<file path="src/rtl/apr_defs.vh">
`ifndef APR_DEFS_VH
`define APR_DEFS_VH

// ------------------------------------------------------------
// register indices (byte address = index * 4)
// ------------------------------------------------------------
`define APR_IDX_MODE_CFG     10'h068
`define APR_IDX_TARGET       10'h069
`define APR_IDX_LOAD_HYS     10'h06B
`define APR_IDX_UNLOAD_HYS   10'h06E
`define APR_IDX_LOW_LIMIT    10'h06F
`define APR_IDX_STRENGTH     10'h070
`define APR_IDX_METHOD       10'h071
`define APR_IDX_INIT_GATE    10'h072
`define APR_IDX_DROPOUT      10'h073
`define APR_IDX_GUARD        10'h079
`define APR_IDX_FDT_EN       10'h07A
`define APR_IDX_AFTER_RX     10'h07B
`define APR_IDX_STATUS       10'h0F0
`define APR_IDX_LAST_MEAS    10'h0F1
`define APR_IDX_LUT          10'h100
`define APR_LUT_DEPTH        10'h021
`define APR_LUT_LAST         6'h20

// ------------------------------------------------------------
// reset values
// ------------------------------------------------------------
`define APR_RST_MODE_CFG     3'h7
`define APR_RST_TARGET       16'h00C8
`define APR_RST_LOAD_HYS     8'h0A
`define APR_RST_UNLOAD_HYS   8'h0A
`define APR_RST_LOW_LIMIT    8'h00
`define APR_RST_STRENGTH     8'h00
`define APR_RST_METHOD       8'h00
`define APR_RST_INIT_GATE    8'h00
`define APR_RST_DROPOUT      16'h0E10
`define APR_RST_GUARD        8'h0A
`define APR_RST_FDT_EN       8'h01
`define APR_RST_AFTER_RX     8'h01

// ------------------------------------------------------------
// selector codes and levels
// ------------------------------------------------------------
`define APR_METHOD_OFF       8'h00
`define APR_METHOD_ONRES     8'h01
`define APR_METHOD_PWM       8'h02
`define APR_SEL_ON           8'h01
`define APR_SUPPLY_MAX       8'hFF
`define APR_SUPPLY_SAFE      8'h80
`define APR_PWM_MAX          8'hFF
`define APR_RES_BASE_MOHM    16'h2710
`define APR_RES_MIN_MOHM     16'h01F4
`define APR_RES_STEP_LIMIT   8'h14

// ------------------------------------------------------------
// timing
// ------------------------------------------------------------
`define APR_CLK_NS           8
`define APR_GUARD_UNIT_NS    1000
`define APR_US_CYC           (`APR_GUARD_UNIT_NS / `APR_CLK_NS)

// ------------------------------------------------------------
// bus responses
// ------------------------------------------------------------
`define APR_RESP_OKAY        2'h0
`define APR_RESP_SLVERR      2'h2

`endif

</file>
<file path="src/rtl/apr_lut_mem.v">
`timescale 1ns/100ps
module apr_lut_mem (
  sys_clk,
  wrEn,
  wrAddr,
  wrData,
  rdAddr,
  rdData
);
  input  wire       sys_clk;
  input  wire       wrEn;
  input  wire [5:0] wrAddr;
  input  wire [7:0] wrData;
  input  wire [5:0] rdAddr;
  output reg  [7:0] rdData;

  // no reset on the array: software loads it before enabling regulation
  reg [7:0] mem [0:32];

  always @(posedge sys_clk) begin
    if (wrEn) begin
      mem[wrAddr] <= wrData;
    end
    rdData <= mem[rdAddr];
  end
endmodule

</file>
<file path="src/rtl/apr_regulation.v">
// Contract
// - hold 16-bit target current, limit plus/minus margins
// - lower target by voltage-indexed reduction table entry
// - step supply down above target plus loading margin
// - raise supply below target minus unloading margin
// - keep 8-bit supply floor for on-resistance method
// - strength n maps to 10/(n+1) or 0.5 ohm
// - method select 0 off, 1 on-resistance, 2 pwm
// - load both gate settings at carrier switch on
// - check dropout at switch on, go safe or stop
// - dropout limit in mV, default 3600
// - guard time 8-bit in microseconds
// - one pass before transmit, one after receive
// - always wait guard time before transmit starts
// - wait guard time after receive before pass
// - frame delay selector 0 off, 1 on
// - after-receive selector 0 off, 1 on
// - one enable bit per radio mode
//
// The AXI4-Lite register port was left to the implementer.
`timescale 1ns/100ps
`include "apr_defs.vh"
module apr_regulation (
  sys_clk,
  resetn,
  s_axi_awaddr,
  s_axi_awvalid,
  s_axi_awready,
  s_axi_wdata,
  s_axi_wstrb,
  s_axi_wvalid,
  s_axi_wready,
  s_axi_bresp,
  s_axi_bvalid,
  s_axi_bready,
  s_axi_araddr,
  s_axi_arvalid,
  s_axi_arready,
  s_axi_rdata,
  s_axi_rresp,
  s_axi_rvalid,
  s_axi_rready,
  carrierSwitchOn,
  rfMode,
  txReq,
  rxDone,
  inFrameDelay,
  boostBypass,
  measCurrent,
  regulatorDropout,
  supplyVoltIdx,
  supplyLevel,
  supplyStop,
  driverGateSetting1,
  driverGateSetting2,
  pwmDuty,
  driverOnResMohm,
  txStart,
  regBusy,
  dropoutTrip
);
  input  wire        sys_clk;
  input  wire        resetn;
  input  wire [11:0] s_axi_awaddr;
  input  wire        s_axi_awvalid;
  output reg         s_axi_awready;
  input  wire [31:0] s_axi_wdata;
  input  wire [3:0]  s_axi_wstrb;
  input  wire        s_axi_wvalid;
  output reg         s_axi_wready;
  output reg  [1:0]  s_axi_bresp;
  output reg         s_axi_bvalid;
  input  wire        s_axi_bready;
  input  wire [11:0] s_axi_araddr;
  input  wire        s_axi_arvalid;
  output reg         s_axi_arready;
  output reg  [31:0] s_axi_rdata;
  output reg  [1:0]  s_axi_rresp;
  output reg         s_axi_rvalid;
  input  wire        s_axi_rready;
  input  wire        carrierSwitchOn;
  input  wire [1:0]  rfMode;
  input  wire        txReq;
  input  wire        rxDone;
  input  wire        inFrameDelay;
  input  wire        boostBypass;
  input  wire [15:0] measCurrent;
  input  wire [15:0] regulatorDropout;
  input  wire [5:0]  supplyVoltIdx;
  output reg  [7:0]  supplyLevel;
  output reg         supplyStop;
  output wire [7:0]  driverGateSetting1;
  output wire [7:0]  driverGateSetting2;
  output reg  [7:0]  pwmDuty;
  output reg  [15:0] driverOnResMohm;
  output reg         txStart;
  output reg         regBusy;
  output reg         dropoutTrip;

  localparam [2:0] ST_IDLE       = 3'h0;
  localparam [2:0] ST_PRE_REG    = 3'h1;
  localparam [2:0] ST_PRE_GUARD  = 3'h2;
  localparam [2:0] ST_TX         = 3'h3;
  localparam [2:0] ST_POST_GUARD = 3'h4;
  localparam [2:0] ST_POST_REG   = 3'h5;
  localparam integer US_CYC      = `APR_US_CYC;
  localparam [6:0] US_LAST       = US_CYC[6:0] - 7'h01;

  // ----------------------------------------------------------
  // functions
  // ----------------------------------------------------------
  function [15:0] merge16;
    input [15:0] old;
    input [31:0] d;
    input [3:0]  s;
    begin
      merge16 = {(s[1] ? d[15:8] : old[15:8]), (s[0] ? d[7:0] : old[7:0])};
    end
  endfunction

  function lutHit;
    input [9:0] idx;
    begin
      lutHit = (idx >= `APR_IDX_LUT) && (idx < (`APR_IDX_LUT + `APR_LUT_DEPTH));
    end
  endfunction

  function regHit;
    input [9:0] idx;
    begin
      case (idx)
        `APR_IDX_MODE_CFG, `APR_IDX_TARGET, `APR_IDX_LOAD_HYS,
        `APR_IDX_UNLOAD_HYS, `APR_IDX_LOW_LIMIT, `APR_IDX_STRENGTH,
        `APR_IDX_METHOD, `APR_IDX_INIT_GATE, `APR_IDX_DROPOUT,
        `APR_IDX_GUARD, `APR_IDX_FDT_EN, `APR_IDX_AFTER_RX,
        `APR_IDX_STATUS, `APR_IDX_LAST_MEAS: regHit = 1'b1;
        default: regHit = lutHit(idx);
      endcase
    end
  endfunction

  function [15:0] resMohm;
    input [7:0] n;
    reg   [15:0] den;
    begin
      den = {8'h00, n} + 16'h0001;
      if (n < `APR_RES_STEP_LIMIT) begin
        resMohm = `APR_RES_BASE_MOHM / den;
      end else begin
        resMohm = `APR_RES_MIN_MOHM;
      end
    end
  endfunction

  // ----------------------------------------------------------
  // configuration registers
  // ----------------------------------------------------------
  reg [2:0]  modeCfg_reg;
  reg [15:0] target_reg;
  reg [7:0]  loadHys_reg;
  reg [7:0]  unloadHys_reg;
  reg [7:0]  lowLimit_reg;
  reg [7:0]  strength_reg;
  reg [7:0]  method_reg;
  reg [7:0]  initGate_reg;
  reg [15:0] dropLimit_reg;
  reg [7:0]  guard_reg;
  reg [7:0]  fdtSel_reg;
  reg [7:0]  afterRx_reg;
  reg [11:0] wAddr_reg;
  reg [31:0] wData_reg;
  reg [3:0]  wStrb_reg;
  reg        awHeld_reg;
  reg        wHeld_reg;
  reg [2:0]  state_reg;
  reg [2:0]  state_next;
  reg [7:0]  gate_reg;
  reg [15:0] lastMeas_reg;
  reg [7:0]  guardCnt_reg;
  reg [6:0]  usCnt_reg;
  reg        fieldDly_reg;
  reg [31:0] rdMux;

  wire [9:0] wIdx     = wAddr_reg[11:2];
  wire [9:0] rIdx     = s_axi_araddr[11:2];
  wire [9:0] wLutOff  = wIdx - `APR_IDX_LUT;
  wire       doWrite  = awHeld_reg && wHeld_reg && !s_axi_bvalid;
  wire [7:0] reduction;
  wire [5:0] lutRdIdx = (supplyVoltIdx > `APR_LUT_LAST) ? `APR_LUT_LAST : supplyVoltIdx;

  assign driverGateSetting1 = gate_reg;
  assign driverGateSetting2 = gate_reg;

  apr_lut_mem u_lut (
    .sys_clk (sys_clk),
    .wrEn    (doWrite && lutHit(wIdx) && wStrb_reg[0]),
    .wrAddr  (wLutOff[5:0]),
    .wrData  (wData_reg[7:0]),
    .rdAddr  (lutRdIdx),
    .rdData  (reduction)
  );

  // ----------------------------------------------------------
  // bus slave, write path
  // ----------------------------------------------------------
  always @(posedge sys_clk or negedge resetn) begin
    if (!resetn) begin
      s_axi_awready <= 1'b1;
      s_axi_wready  <= 1'b1;
      s_axi_bvalid  <= 1'b0;
      s_axi_bresp   <= `APR_RESP_OKAY;
      awHeld_reg    <= 1'b0;
      wHeld_reg     <= 1'b0;
      wAddr_reg     <= 12'h000;
      wData_reg     <= 32'h00000000;
      wStrb_reg     <= 4'h0;
      modeCfg_reg   <= `APR_RST_MODE_CFG;
      target_reg    <= `APR_RST_TARGET;
      loadHys_reg   <= `APR_RST_LOAD_HYS;
      unloadHys_reg <= `APR_RST_UNLOAD_HYS;
      lowLimit_reg  <= `APR_RST_LOW_LIMIT;
      strength_reg  <= `APR_RST_STRENGTH;
      method_reg    <= `APR_RST_METHOD;
      initGate_reg  <= `APR_RST_INIT_GATE;
      dropLimit_reg <= `APR_RST_DROPOUT;
      guard_reg     <= `APR_RST_GUARD;
      fdtSel_reg    <= `APR_RST_FDT_EN;
      afterRx_reg   <= `APR_RST_AFTER_RX;
    end else begin
      if (s_axi_awvalid && s_axi_awready) begin
        wAddr_reg     <= s_axi_awaddr;
        awHeld_reg    <= 1'b1;
        s_axi_awready <= 1'b0;
      end
      if (s_axi_wvalid && s_axi_wready) begin
        wData_reg    <= s_axi_wdata;
        wStrb_reg    <= s_axi_wstrb;
        wHeld_reg    <= 1'b1;
        s_axi_wready <= 1'b0;
      end
      if (doWrite) begin
        awHeld_reg   <= 1'b0;
        wHeld_reg    <= 1'b0;
        s_axi_bvalid <= 1'b1;
        s_axi_bresp  <= regHit(wIdx) ? `APR_RESP_OKAY : `APR_RESP_SLVERR;
        case (wIdx)
          `APR_IDX_MODE_CFG: if (wStrb_reg[0]) modeCfg_reg <= wData_reg[2:0];
          `APR_IDX_TARGET: target_reg <= merge16(target_reg, wData_reg, wStrb_reg);
          `APR_IDX_LOAD_HYS: if (wStrb_reg[0]) loadHys_reg <= wData_reg[7:0];
          `APR_IDX_UNLOAD_HYS: if (wStrb_reg[0]) unloadHys_reg <= wData_reg[7:0];
          `APR_IDX_LOW_LIMIT: if (wStrb_reg[0]) lowLimit_reg <= wData_reg[7:0];
          `APR_IDX_STRENGTH: if (wStrb_reg[0]) strength_reg <= wData_reg[7:0];
          `APR_IDX_METHOD: if (wStrb_reg[0]) method_reg <= wData_reg[7:0];
          `APR_IDX_INIT_GATE: if (wStrb_reg[0]) initGate_reg <= wData_reg[7:0];
          `APR_IDX_DROPOUT: dropLimit_reg <= merge16(dropLimit_reg, wData_reg, wStrb_reg);
          `APR_IDX_GUARD: if (wStrb_reg[0]) guard_reg <= wData_reg[7:0];
          `APR_IDX_FDT_EN: if (wStrb_reg[0]) fdtSel_reg <= wData_reg[7:0];
          `APR_IDX_AFTER_RX: if (wStrb_reg[0]) afterRx_reg <= wData_reg[7:0];
          default: ;
        endcase
      end
      if (s_axi_bvalid && s_axi_bready) begin
        s_axi_bvalid  <= 1'b0;
        s_axi_awready <= 1'b1;
        s_axi_wready  <= 1'b1;
      end
    end
  end

  // ----------------------------------------------------------
  // bus slave, read path
  // ----------------------------------------------------------
  // table entries are write-only: the single read port serves the regulator
  always @* begin
    rdMux = 32'h00000000;
    case (rIdx)
      `APR_IDX_MODE_CFG:   rdMux[2:0]  = modeCfg_reg;
      `APR_IDX_TARGET:     rdMux[15:0] = target_reg;
      `APR_IDX_LOAD_HYS:   rdMux[7:0]  = loadHys_reg;
      `APR_IDX_UNLOAD_HYS: rdMux[7:0]  = unloadHys_reg;
      `APR_IDX_LOW_LIMIT:  rdMux[7:0]  = lowLimit_reg;
      `APR_IDX_STRENGTH:   rdMux[7:0]  = strength_reg;
      `APR_IDX_METHOD:     rdMux[7:0]  = method_reg;
      `APR_IDX_INIT_GATE:  rdMux[7:0]  = initGate_reg;
      `APR_IDX_DROPOUT:    rdMux[15:0] = dropLimit_reg;
      `APR_IDX_GUARD:      rdMux[7:0]  = guard_reg;
      `APR_IDX_FDT_EN:     rdMux[7:0]  = fdtSel_reg;
      `APR_IDX_AFTER_RX:   rdMux[7:0]  = afterRx_reg;
      `APR_IDX_STATUS:     rdMux[21:0] = {state_reg, regBusy, dropoutTrip, supplyStop,
                                          gate_reg, supplyLevel};
      `APR_IDX_LAST_MEAS:  rdMux[15:0] = lastMeas_reg;
      default:             rdMux = 32'h00000000;
    endcase
  end

  always @(posedge sys_clk or negedge resetn) begin
    if (!resetn) begin
      s_axi_arready <= 1'b1;
      s_axi_rvalid  <= 1'b0;
      s_axi_rdata   <= 32'h00000000;
      s_axi_rresp   <= `APR_RESP_OKAY;
    end else begin
      if (s_axi_arvalid && s_axi_arready) begin
        s_axi_arready <= 1'b0;
        s_axi_rvalid  <= 1'b1;
        s_axi_rdata   <= rdMux;
        s_axi_rresp   <= regHit(rIdx) ? `APR_RESP_OKAY : `APR_RESP_SLVERR;
      end
      if (s_axi_rvalid && s_axi_rready) begin
        s_axi_rvalid  <= 1'b0;
        s_axi_arready <= 1'b1;
      end
    end
  end

  // ----------------------------------------------------------
  // regulation decision
  // ----------------------------------------------------------
  wire [16:0] tgtEff  = (target_reg > {8'h00, reduction}) ?
                        {1'b0, target_reg - {8'h00, reduction}} : 17'h00000;
  wire [16:0] upper   = tgtEff + {9'h000, loadHys_reg};
  wire        lowOk   = tgtEff >= {9'h000, unloadHys_reg};
  wire [16:0] lower   = tgtEff - {9'h000, unloadHys_reg};
  wire [16:0] meas17  = {1'b0, measCurrent};
  wire        needDn  = meas17 > upper;
  wire        needUp  = lowOk && (meas17 < lower);
  wire        mOnRes  = method_reg == `APR_METHOD_ONRES;
  wire        mPwm    = method_reg == `APR_METHOD_PWM;
  // reserved method codes behave as disabled: no floor, no gate trimming
  wire [7:0]  floor   = (mOnRes || mPwm) ? lowLimit_reg : 8'h00;
  wire        modeOn  = (rfMode == 2'h3) ? 1'b0 : modeCfg_reg[rfMode];
  wire        fdtOk   = !inFrameDelay || (fdtSel_reg == `APR_SEL_ON);
  wire        passOk  = modeOn && fdtOk && carrierSwitchOn && !supplyStop;
  wire        rxPass  = afterRx_reg == `APR_SEL_ON;
  wire        fieldUp = carrierSwitchOn && !fieldDly_reg;
  wire        usTick  = usCnt_reg == US_LAST;

  // ----------------------------------------------------------
  // sequencer
  // ----------------------------------------------------------
  always @* begin
    state_next = state_reg;
    case (state_reg)
      ST_IDLE: begin
        if (txReq) begin
          state_next = ST_PRE_REG;
        end else if (rxDone && rxPass) begin
          state_next = ST_POST_GUARD;
        end
      end
      ST_PRE_REG:    state_next = ST_PRE_GUARD;
      ST_PRE_GUARD:  if (guardCnt_reg == 8'h00) state_next = ST_TX;
      ST_TX:         state_next = ST_IDLE;
      ST_POST_GUARD: if (guardCnt_reg == 8'h00) state_next = ST_POST_REG;
      ST_POST_REG:   state_next = ST_IDLE;
      default:       state_next = ST_IDLE;
    endcase
  end

  always @(posedge sys_clk or negedge resetn) begin
    if (!resetn) begin
      state_reg       <= ST_IDLE;
      supplyLevel     <= `APR_SUPPLY_SAFE;
      supplyStop      <= 1'b0;
      dropoutTrip     <= 1'b0;
      gate_reg        <= `APR_RST_INIT_GATE;
      pwmDuty         <= `APR_PWM_MAX;
      driverOnResMohm <= `APR_RES_BASE_MOHM;
      txStart         <= 1'b0;
      regBusy         <= 1'b0;
      lastMeas_reg    <= 16'h0000;
      guardCnt_reg    <= 8'h00;
      usCnt_reg       <= 7'h00;
      fieldDly_reg    <= 1'b0;
    end else begin
      state_reg       <= state_next;
      regBusy         <= state_next != ST_IDLE;
      txStart         <= (state_reg == ST_PRE_GUARD) && (state_next == ST_TX);
      fieldDly_reg    <= carrierSwitchOn;
      driverOnResMohm <= resMohm(strength_reg);
      // guard counter restarts the microsecond divider so no wait runs short
      if (state_next != state_reg) begin
        guardCnt_reg <= guard_reg;
        usCnt_reg    <= 7'h00;
      end else if (usTick) begin
        usCnt_reg <= 7'h00;
        if (guardCnt_reg != 8'h00) begin
          guardCnt_reg <= guardCnt_reg - 8'h01;
        end
      end else begin
        usCnt_reg <= usCnt_reg + 7'h01;
      end
      if (fieldUp) begin
        gate_reg <= initGate_reg;
        pwmDuty  <= `APR_PWM_MAX;
        if (regulatorDropout > dropLimit_reg) begin
          dropoutTrip <= 1'b1;
          supplyStop  <= boostBypass;
          supplyLevel <= boostBypass ? supplyLevel : `APR_SUPPLY_SAFE;
        end else begin
          dropoutTrip <= 1'b0;
          supplyStop  <= 1'b0;
          supplyLevel <= `APR_SUPPLY_MAX;
        end
      end else if (((state_reg == ST_PRE_REG) || (state_reg == ST_POST_REG)) && passOk) begin
        lastMeas_reg <= measCurrent;
        if (needDn) begin
          if (supplyLevel > floor) begin
            supplyLevel <= supplyLevel - 8'h01;
          end else if (mOnRes && (gate_reg != 8'h00)) begin
            gate_reg <= gate_reg - 8'h01;
          end else if (mPwm && (pwmDuty != 8'h00)) begin
            pwmDuty <= pwmDuty - 8'h01;
          end
        end else if (needUp) begin
          if (mOnRes && (gate_reg < initGate_reg)) begin
            gate_reg <= gate_reg + 8'h01;
          end else if (mPwm && (pwmDuty != `APR_PWM_MAX)) begin
            pwmDuty <= pwmDuty + 8'h01;
          end else if (supplyLevel != `APR_SUPPLY_MAX) begin
            supplyLevel <= supplyLevel + 8'h01;
          end
        end
      end
    end
  end
endmodule

</file>
<file path="config.mk">
export PLATFORM = sky130hd
export DESIGN_NAME = apr_regulation
export DESIGN_NICKNAME = d
export VERILOG_FILES = /design/src/rtl/apr_lut_mem.v /design/src/rtl/apr_regulation.v
export VERILOG_INCLUDE_DIRS = /design/src /design/src/rtl
export SDC_FILE = /design/constraint.sdc
export NUM_CORES = 1
export LEC_CHECK = 0
export ABC_AREA = 1
export BUFFER_PORTS_ARGS = -buffer_cell sky130_fd_sc_hd__buf_2
export CAP_MARGIN = 20
export CORE_MARGIN = 2
export CORE_UTILIZATION = 25
export CTS_CLUSTER_SIZE = 12
export DETAILED_ROUTE_END_ITERATION = 8
export PLACE_DENSITY_LB_ADDON = 0.25
export SLEW_MARGIN = 5
export SYNTH_ARGS = -nofsm -noshare
export SYNTH_HDL_FRONTEND = slang
export SYNTH_SLANG_ARGS = --single-unit
export TNS_END_PERCENT = 10
</file>
<file path="constraint.sdc">
create_clock -name sys_clk -period 65.4 [get_ports sys_clk]
set_input_delay 13.08 -clock sys_clk [delete_from_list [all_inputs] [get_ports sys_clk]]
set_output_delay 13.08 -clock sys_clk [all_outputs]
set_load 0.005 [all_outputs]
</file>
-- Word level (Yosys, flattened, before mapping)
Memories as Yosys holds them, arrays and structs flattened. A register that Yosys moved wholly into a read port is not among the register bits.
Index checks and enable logic that the tools add are counted.
- mux-type cells: 71
- eq/ne operators: 50
- add/subtract/negate cells: 13
- divide/modulo/power cells: 1
- reductions and logical operators: 70
- bitwise logic cells: 1
- $lt $le $gt $ge: 14
- operators by type and width (kind ; number):
    equality test 10 x 7 -> 1 bit (second input constant) ; 24
    2-to-1 mux 8 bit ; 30
    case mux 5 bit (13 select lines) ; 1
    case mux 3 bit (14 select lines) ; 1
    AND reduction 3 bit ; 14
    equality test 10 x 8 -> 1 bit (second input constant) ; 4
    2-to-1 mux 16 bit ; 2
    case mux 8 bit (4 select lines) ; 1
    subtractor 8 x 1 -> 8 bit (second input constant) ; 4
    OR reduction 14 bit ; 2
    adder 8 x 1 -> 8 bit (second input constant) ; 3
    equality test 8 x 1 -> 1 bit (second input constant) ; 3
    2-to-1 mux 1 bit ; 24
    nonzero test 8 bit ; 3
    logical AND 1 bit ; 23
    >= comparator 10 x 9 -> 1 bit (second input constant) ; 2
    less-than comparator 10 x 9 -> 1 bit (second input constant) ; 2
    nonzero test 2 bit ; 9
    adder 16 x 8 -> 17 bit ; 1
    greater-than comparator 16 x 17 -> 1 bit ; 1
    less-than comparator 16 x 17 -> 1 bit ; 1
    subtractor 16 x 8 -> 17 bit ; 1
    divider 14 x 16 -> 16 bit (first input constant) ; 1
    >= comparator 16 x 8 -> 1 bit ; 1
    36 further kinds ; 62
- memories kept: 1
- logic and storage cells: 261
- input bits: 112
- output and inout port bits: 93
- register bits: 249
- RAM bits: 264
- memory list (memory ; depth ; width ; read ports ; clocked after Yosys merged registers in ; wr ports ; RTL line ; source):
    u_lut.mem ; 33 ; 8 ; 1 ; 1 ; 1 ; apr_lut_mem.v:18 ; reg [7:0] mem [0:32];

-- Depth between registers and ports, before layout
Gate-level depths: netlist of the first run.
- depth after elaboration: 9
- mapped depth: 171
- mapped depth without buffers: 162

-- Cells and area by module
A second synthesis of the first run with hierarchy kept.
- cell total of the unflattened synthesis: 3893
- area, all modules: 32025.7 um^2
- modules (own cells, without submodules) (module ; times used ; cells an instance ; seq. area each (um^2) ; area each (um^2)):
    apr_regulation ; 1 ; 2948 ; 6174.7 ; 20903.8
    apr_lut_mem ; 1 ; 945 ; 8087.8 ; 11121.9

-- Least setup slack after synthesis of the first run
OpenSTA, ideal clock, no wires.
- kind: register to register
- start: reg strength_reg[0]
- end: reg driverOnResMohm[0]
- data required time: 65252 ps
- clock period less this slack: 21997 ps
- data arrival time: 21850 ps
- cell stages (with the launch flop): 160
- path slack: 43403 ps
- path buffers: 10
- library setup time: 148 ps
- path through: dfrtp_1 -> buf_2 -> nand3_1 -> xor2_1 -> nand3_1 -> nor2_4 -> nand2_1 -> inv_1 -> ha_1 -> o21ai_0 -> inv_1 -> o21ai_0 -> nor2_4 -> nand2_1 -> nand2_1 -> ha_1 -> o21ai_0 -> nand2_1 -> (+124 left out) -> inv_1 -> nor2_1 -> nand3_2 -> nor2_2 -> nand2_2 -> inv_1 -> buf_2 -> nand2_1 -> o21ai_0 -> ha_1 -> nand2_1 -> inv_1 -> a221oi_1 -> nand2_1 -> nand2_1 -> nand2_1 -> nand2_1 -> a21oi_1
- cells in the longest elaborated chain, start to end: 3
- elaborated cells on any way between the ends: 4
- classes of those cells: add/sub (1); div (1); order compare (1); mux (1)
- RTL lines (element ; RTL line ; source):
    from (decl) ; apr_regulation.v:163 ; reg [7:0] strength_reg;
    from (signal assigned) ; apr_regulation.v:222 ; strength_reg <= `APR_RST_STRENGTH;
    from (signal assigned) ; apr_regulation.v:252 ; `APR_IDX_STRENGTH: if (wStrb_reg[0]) strength_reg <= wData_reg[7:0];
    adder 8 x 1 -> 9 bit ; apr_regulation.v:146 ; den = {8'h00, n} + 16'h0001;
    divider 14 x 16 -> 16 bit (no source line) ; n/a ;
    2-to-1 mux 16 bit (*) ; apr_regulation.v:147 ; if (n < `APR_RES_STEP_LIMIT) begin
    to (signal assigned) ; apr_regulation.v:368 ; driverOnResMohm <= `APR_RES_BASE_MOHM;
    to (signal assigned) ; apr_regulation.v:380 ; driverOnResMohm <= resMohm(strength_reg);
    to (decl) ; apr_regulation.v:95 ; output reg [15:0] driverOnResMohm;
Every way passes the cells marked *; elsewhere a longest branch is shown, timed or not.
A chain may end at the register's enable or synchronous reset.

-- Worst setup path after layout of the first run
- start: reg strength_reg[1]
- end: reg driverOnResMohm[0]
Same word-level chain as after synthesis.

==> flow_summary.json, run 1 <==
{
  "status": "complete, no violations",
  "areaGrowthSynthToFinish_pct": 15.6,
  "wl_met1_um": 49100,
  "final_layout_size_suffix_gt1_share_pct": 11.6,
  "worst_setup_path_end_kind": "flip-flop",
  "antenna_found_initial": 22,
  "yosysWarnings": 0,
  "cts.clk_slew.worst_paths_ns": 0.06,
  "grt_setup_unrepaired": "no",
  "setup-tns-final_ns": 0,
  "skew_ns": 0.0616,
  "cts-root-buf": "clkbuf_16",
  "grt_max_degree": 116,
  "regMostFlops": "u_lut.mem",
  "synth_top_family_by_area": "simple AND/OR/NAND/NOR gates",
  "fin_crit_ns": 26.84,
  "die_w_um": 357,
  "syn-cell-area_mm2": 0.0312,
  "wl_met2_um": 44500,
  "fin_crit_sh_pct": 41.0,
  "synth_area_leader_cell": "edfxtp_1",
  "track_usage_pct": 16.0,
  "hold_viol": 0,
  "slowest_stage": "nand3_1",
  "synth_xor_area_share_pct": 3.65,
  "grt_first_pass_wirelength_um": 155000,
  "synth_cell_type_count": 65,
  "synth-compound-area-share_pct": 16.2,
  "drc": 0,
  "cts-buffers-inserted": 61,
  "num_rows": 129,
  "chipHeight_um": 357,
  "cts_hold_buffers": 0,
  "coreArea_mm2": 0.124,
  "portBuffers": 170,
  "maxCapViolCount": 0,
  "drtIter0Drc": 1856,
  "wire_per_inst_um": 18.9,
  "ys.flop_type": "edfxtp_1",
  "critical-path-max-stage-delay_ns": 0.78,
  "route.vias.total": 25900,
  "ys_seq_area_share_pct": 45.7,
  "drtAntennaViolNets": 0,
  "synth-simple-area-share_pct": 19.2,
  "synth_top_area_share_pct": 25.4,
  "path_max_fanout": 18,
  "start_util_pct": 25.2,
  "yosys-top-cells-area": "edfxtp_1 (25%), dfrtp_1 (17%), nand2_1 (8.1%)",
  "post_cts_buffers": 0,
  "fin_nets": 4111,
  "layout_commonest_cell": "nand2_1",
  "min_path_type": "flip-flop to flip-flop",
  "place.detailed.hpwl_um": 75500,
  "fillers": 13200,
  "finalWirelength_um": 103000,
  "synth-seq-cells": 517,
  "viasPerCell": 4.72,
  "htree_levels": 2,
  "cts.sinks": 517,
  "top_layer_used": "met5",
  "synth_area_per_cell_um2": 8.58,
  "cts_tree": "built",
  "cpMostUsedCell": "nand2_1",
  "die_area_mm2": 0.128,
  "globalplace.congestion": 0.898,
  "synth_fa_ha_area_share_pct": 8.44,
  "cp-start-kind": "flip-flop",
  "cp_data_arrival_time_ns": 27.41,
  "finalMaxSlewViolations": 0,
  "tightest_slew_ns": 1.24,
  "largest_reg_flops": 264,
  "ys_async_sr_fraction_pct": 47.4,
  "dr.pass1.iters": 5,
  "wl_met3_um": 7050,
  "cp.required_ns": 65.97,
  "path_class": "flip-flop to flip-flop",
  "max_freq_ghz": 0.0373,
  "yosys-mux-area-fraction_pct": 0.0320,
  "grt_pass1_vias": 24700,
  "clockBufferDepth": 3,
  "reg.largest.list": "u_lut.mem (264), s_axi_rdata (22)",
  "slew_headroom_pct": 16.5,
  "clkLatencyLatePin_ns": 0.70,
  "overflow": 0,
  "syn_inst": 3641,
  "ioPinCount": 205,
  "synth-edff-count": 264,
  "setup_violations": 0,
  "postCtsResizedCells": 0,
  "layout_common_cells": "nand2_1 (670), o21ai_0 (446), nor2_1 (395)"
}
-- final timing paths --
path	slack (ns)	startpoint	end	depth (start not counted)
setup / recovery	38.56	strength_reg[1]	driverOnResMohm[0]	152
hold / removal	0.45	u_lut.mem[32][4]	u_lut.rdData[4]	1
setup reg to reg	38.56	strength_reg[1]	driverOnResMohm[0]	152
hold reg to reg	0.45	u_lut.mem[32][4]	u_lut.rdData[4]	1
max in group asynchronous	50.55	resetn	driverOnResMohm[11]	3
min in group asynchronous	12.49	resetn	fdtSel_reg[2]	1
-- logic make-up (layout without fill, tap and decap cells) --
family,after synthesis,in the layout
other cells,1,13
compound gates,859,859
buf+inv,539,731
mux,1,1
fa+ha+maj,207,207
flops,517,517
xor+xnor,130,130
simple gates,1387,1387
-- Yosys cell counts, types with 15 or more instances --
library cell and n:
nand2_1 671, o21ai_0 446, nor2_1 399, inv_1 396, edfxtp_1 264, dfrtp_1 210
ha_1 201, nand3_1 148, a21oi_1 141, clkbuf_1 98, xor2_1 79, o221ai_1 60
xnor2_1 51, o22ai_1 42, dfstp_2 35, nand4_1 34, nor3_1 31, o211ai_1 27
nand2_2 25, buf_4 21, nor4_1 17, nand3_2 16, a221oi_1 15
-- cell type report --
class / instances / area, um2 / share of cell area, %
multi-input cells: 2596 / 14900 / 41.3
flip-flops and latches: 517 / 14300 / 39.5
well taps: 1637 / 2050 / 5.67
clock buffers: 86 / 1740 / 4.82
inverters: 408 / 1530 / 4.25
repair buffers: 208 / 1210 / 3.34
clock inverters: 29 / 420 / 1.16
diodes: 1 / 2.50 / 0.00693
-- per-stage QoR --
stage                     setup WS (ns)  cell area (um2)  utilization [%]  std cells  hold slack (ns)
final                             38.56            36100             29.2       5482            0.446
after global routing              35.33            36100             29.2       5481            0.475
after CTS                         38.52            36000             29.1       5475            0.428
after detailed placement          38.60            33900             27.4       5360            0.466
after global placement            38.67            33800             27.3       5358            0.463
after floorplan                   43.40            31300                -       3652            0.448
-- critical path: cells and delay by family (launching register included) --
kind | cells | cell delay [ns]
adder cells (fa/ha/maj) | 15 | 5.32
buffers and inverters | 20 | 2.45
AND/OR/NAND/NOR | 67 | 8.52
AO/OA/AOI/OAI | 50 | 9.58
flip-flops | 1 | 0.75
-- routing by layer --
layer,global-route usage (%),vias up
li1,-,12800
met2,24.3,694
met1,22.9,12200
met5,0,-
met4,4.32,20
met3,3.28,145
Power of run 1 is left out: the tool's default activity adds up to more than one toggle a clock period on the data nets, which glitch-free logic cannot reach.
==> run 2, diff against run 1 <==
==> constraint.sdc (replaced) <==
create_clock -name sys_clk -period 26.7 [get_ports sys_clk]
set_input_delay 5.34 -clock sys_clk [delete_from_list [all_inputs] [get_ports sys_clk]]
set_output_delay 5.34 -clock sys_clk [all_outputs]
set_load 0.005 [all_outputs]
==> run 2 against run 1 <==
First-iteration DRC count increased by 20%. Cell count rose by 0.31%. Highest routed layer unchanged. Largest cell class unchanged. Die area did not move. Critical endpoint unchanged.
==> flow_summary.json, run 2 (synthesis results as in run 1) <==
{
  "path_max_fanout": 17,
  "wire_per_inst_um": 19.0,
  "chipHeight_um": 357,
  "maxCapViolCount": 0,
  "status": "complete, no violations",
  "globalplace.congestion": 0.895,
  "areaGrowthSynthToFinish_pct": 15.8,
  "cts-buffers-inserted": 60,
  "insertedDiodeCount": 0,
  "tightest_slew_ns": 1.18,
  "path_class": "flip-flop to flip-flop",
  "final_layout_size_suffix_gt1_share_pct": 12.2,
  "cts.sinks": 517,
  "slew_headroom_pct": 20.6,
  "place.detailed.hpwl_um": 75600,
  "clkLatencyLatePin_ns": 0.71,
  "cpMostUsedCell": "nand2_1",
  "fin_crit_ns": 24.20,
  "grt_setup_unrepaired": "no",
  "layout_commonest_cell": "nand2_1",
  "num_rows": 129,
  "drtIter0Drc": 2226,
  "track_usage_pct": 16.0,
  "fin_nets": 4129,
  "die_area_mm2": 0.128,
  "coreArea_mm2": 0.124,
  "hp-start": "s_axi_rdata[3]",
  "rr_endpoint": "driverOnResMohm[0]",
  "slowest_stage": "ha_2",
  "die_w_um": 357,
  "cts-root-buf": "clkbuf_16",
  "rr_startpoint": "strength_reg[1]",
  "grt_max_degree": 84,
  "ioPinCount": 205,
  "largest_reg_flops": 264,
  "max_freq_ghz": 0.0413,
  "antenna_found_initial": 20,
  "skew_ns": 0.0602,
  "cts_tree": "built",
  "regMostFlops": "u_lut.mem",
  "route.vias.total": 25900,
  "critical-path-max-stage-delay_ns": 0.51,
  "setup-tns-final_ns": 0,
  "cp_data_arrival_time_ns": 24.74,
  "drtAntennaViolNets": 0,
  "grt_first_pass_wirelength_um": 155000,
  "portBuffers": 170,
  "hold-path-cell-count": 2,
  "cp-start-kind": "flip-flop",
  "dr.pass1.iters": 5,
  "layout_common_cells": "nand2_1 (668), o21ai_0 (438), nor2_1 (395)",
  "finalMaxSlewViolations": 0,
  "drc": 0,
  "worst_setup_path_end_kind": "flip-flop",
  "setup_violations": 0,
  "regToRegSetupSlack_ns": 2.50,
  "cts.clk_slew.worst_paths_ns": 0.06,
  "min_path_type": "flip-flop to flip-flop",
  "min_to": "s_axi_rdata[3]",
  "htree_levels": 2,
  "hold_viol": 0,
  "r2r_cells": 156,
  "overflow": 0,
  "whs_ns": 0.477,
  "cp.required_ns": 27.23,
  "clockBufferDepth": 3,
  "viasPerCell": 4.72,
  "finalWirelength_um": 104000,
  "reg.largest.list": "u_lut.mem (264), s_axi_rdata (22)",
  "grt_pass1_vias": 24500,
  "start_util_pct": 25.2,
  "fin_crit_sh_pct": 90.6
}
==> run 2: cell count changes in the layout (fill, tap and decap cells not counted), sizes merged <==
cell,previous run,this run
buf,208,227
inv,409,404
clkinv,17,20
clkinvlp,4,7
bufinv,7,5
diode,1,0
==> run 2: routing by layer <==
layer | wire length, um | global-route usage [%]
met4 | 2310 | 3.76
met3 | 7330 | 3.52
met1 | 49200 | 22.6
met5 | 125 | 0
met2 | 45500 | 24.9
==> run 2: worst max-delay path: cells and delay by family, from the launching register on <==
| family | cells | cell delay [ns] |
|---|---|---|
| AND/OR/NAND/NOR | 71 | 7.59 |
| adder cells (fa/ha/maj) | 15 | 5.10 |
| AO/OA/AOI/OAI | 47 | 8.28 |
| buffers and inverters | 23 | 2.72 |
| flip-flops | 1 | 0.36 |
==> run 2: repair_timing <==
item                       4_1_cts  5_1_grt
resized for setup                0       14
buffers inserted                 0        9
hold buffers                     0        0
setup endpoints to repair        0        2
==> run 2: layout make-up <==
type                            count  area (um2)
Inverter                          408        1540
Fill cell                       13100       87600
Sequential cell                   517       14300
Multi-Input combinational cell   2596       14900
Clock buffer                       86        1690
Tap cell                         1637        2050
Clock inverter                     28         365
Timing Repair Buffer              227        1350
==> run 2: per-stage QoR <==
step	utilization, %	instances	worst slack [ns]	cell area [um2]
floorplan	-	3652	4.70	31300
global placement	27.4	5371	1.46	33900
detailed placement	27.4	5371	1.47	33900
CTS	29.1	5485	1.38	36000
global route	29.2	5499	0.0877	36200
finish	29.2	5499	2.50	36200
==> run 2: worst max path at each step <==
| stage | to | slack [ns] | depth (start not counted) | start |
|---|---|---|---|---|
| 6_report | driverOnResMohm[0] | 2.50 | 156 | strength_reg[1] |
| 5_1_grt | driverOnResMohm[0] | 0.09 | 158 | strength_reg[1] |
| 4_1_cts | driverOnResMohm[0] | 1.38 | 154 | strength_reg[1] |
| 3_5_place_dp | driverOnResMohm[0] | 1.47 | 154 | strength_reg[1] |
| 3_3_place_gp | driverOnResMohm[0] | 1.46 | 154 | strength_reg[1] |
| 2_1_floorplan | driverOnResMohm[0] | 4.70 | 159 | strength_reg[0] |
Power of run 2 is left out for the same reason.
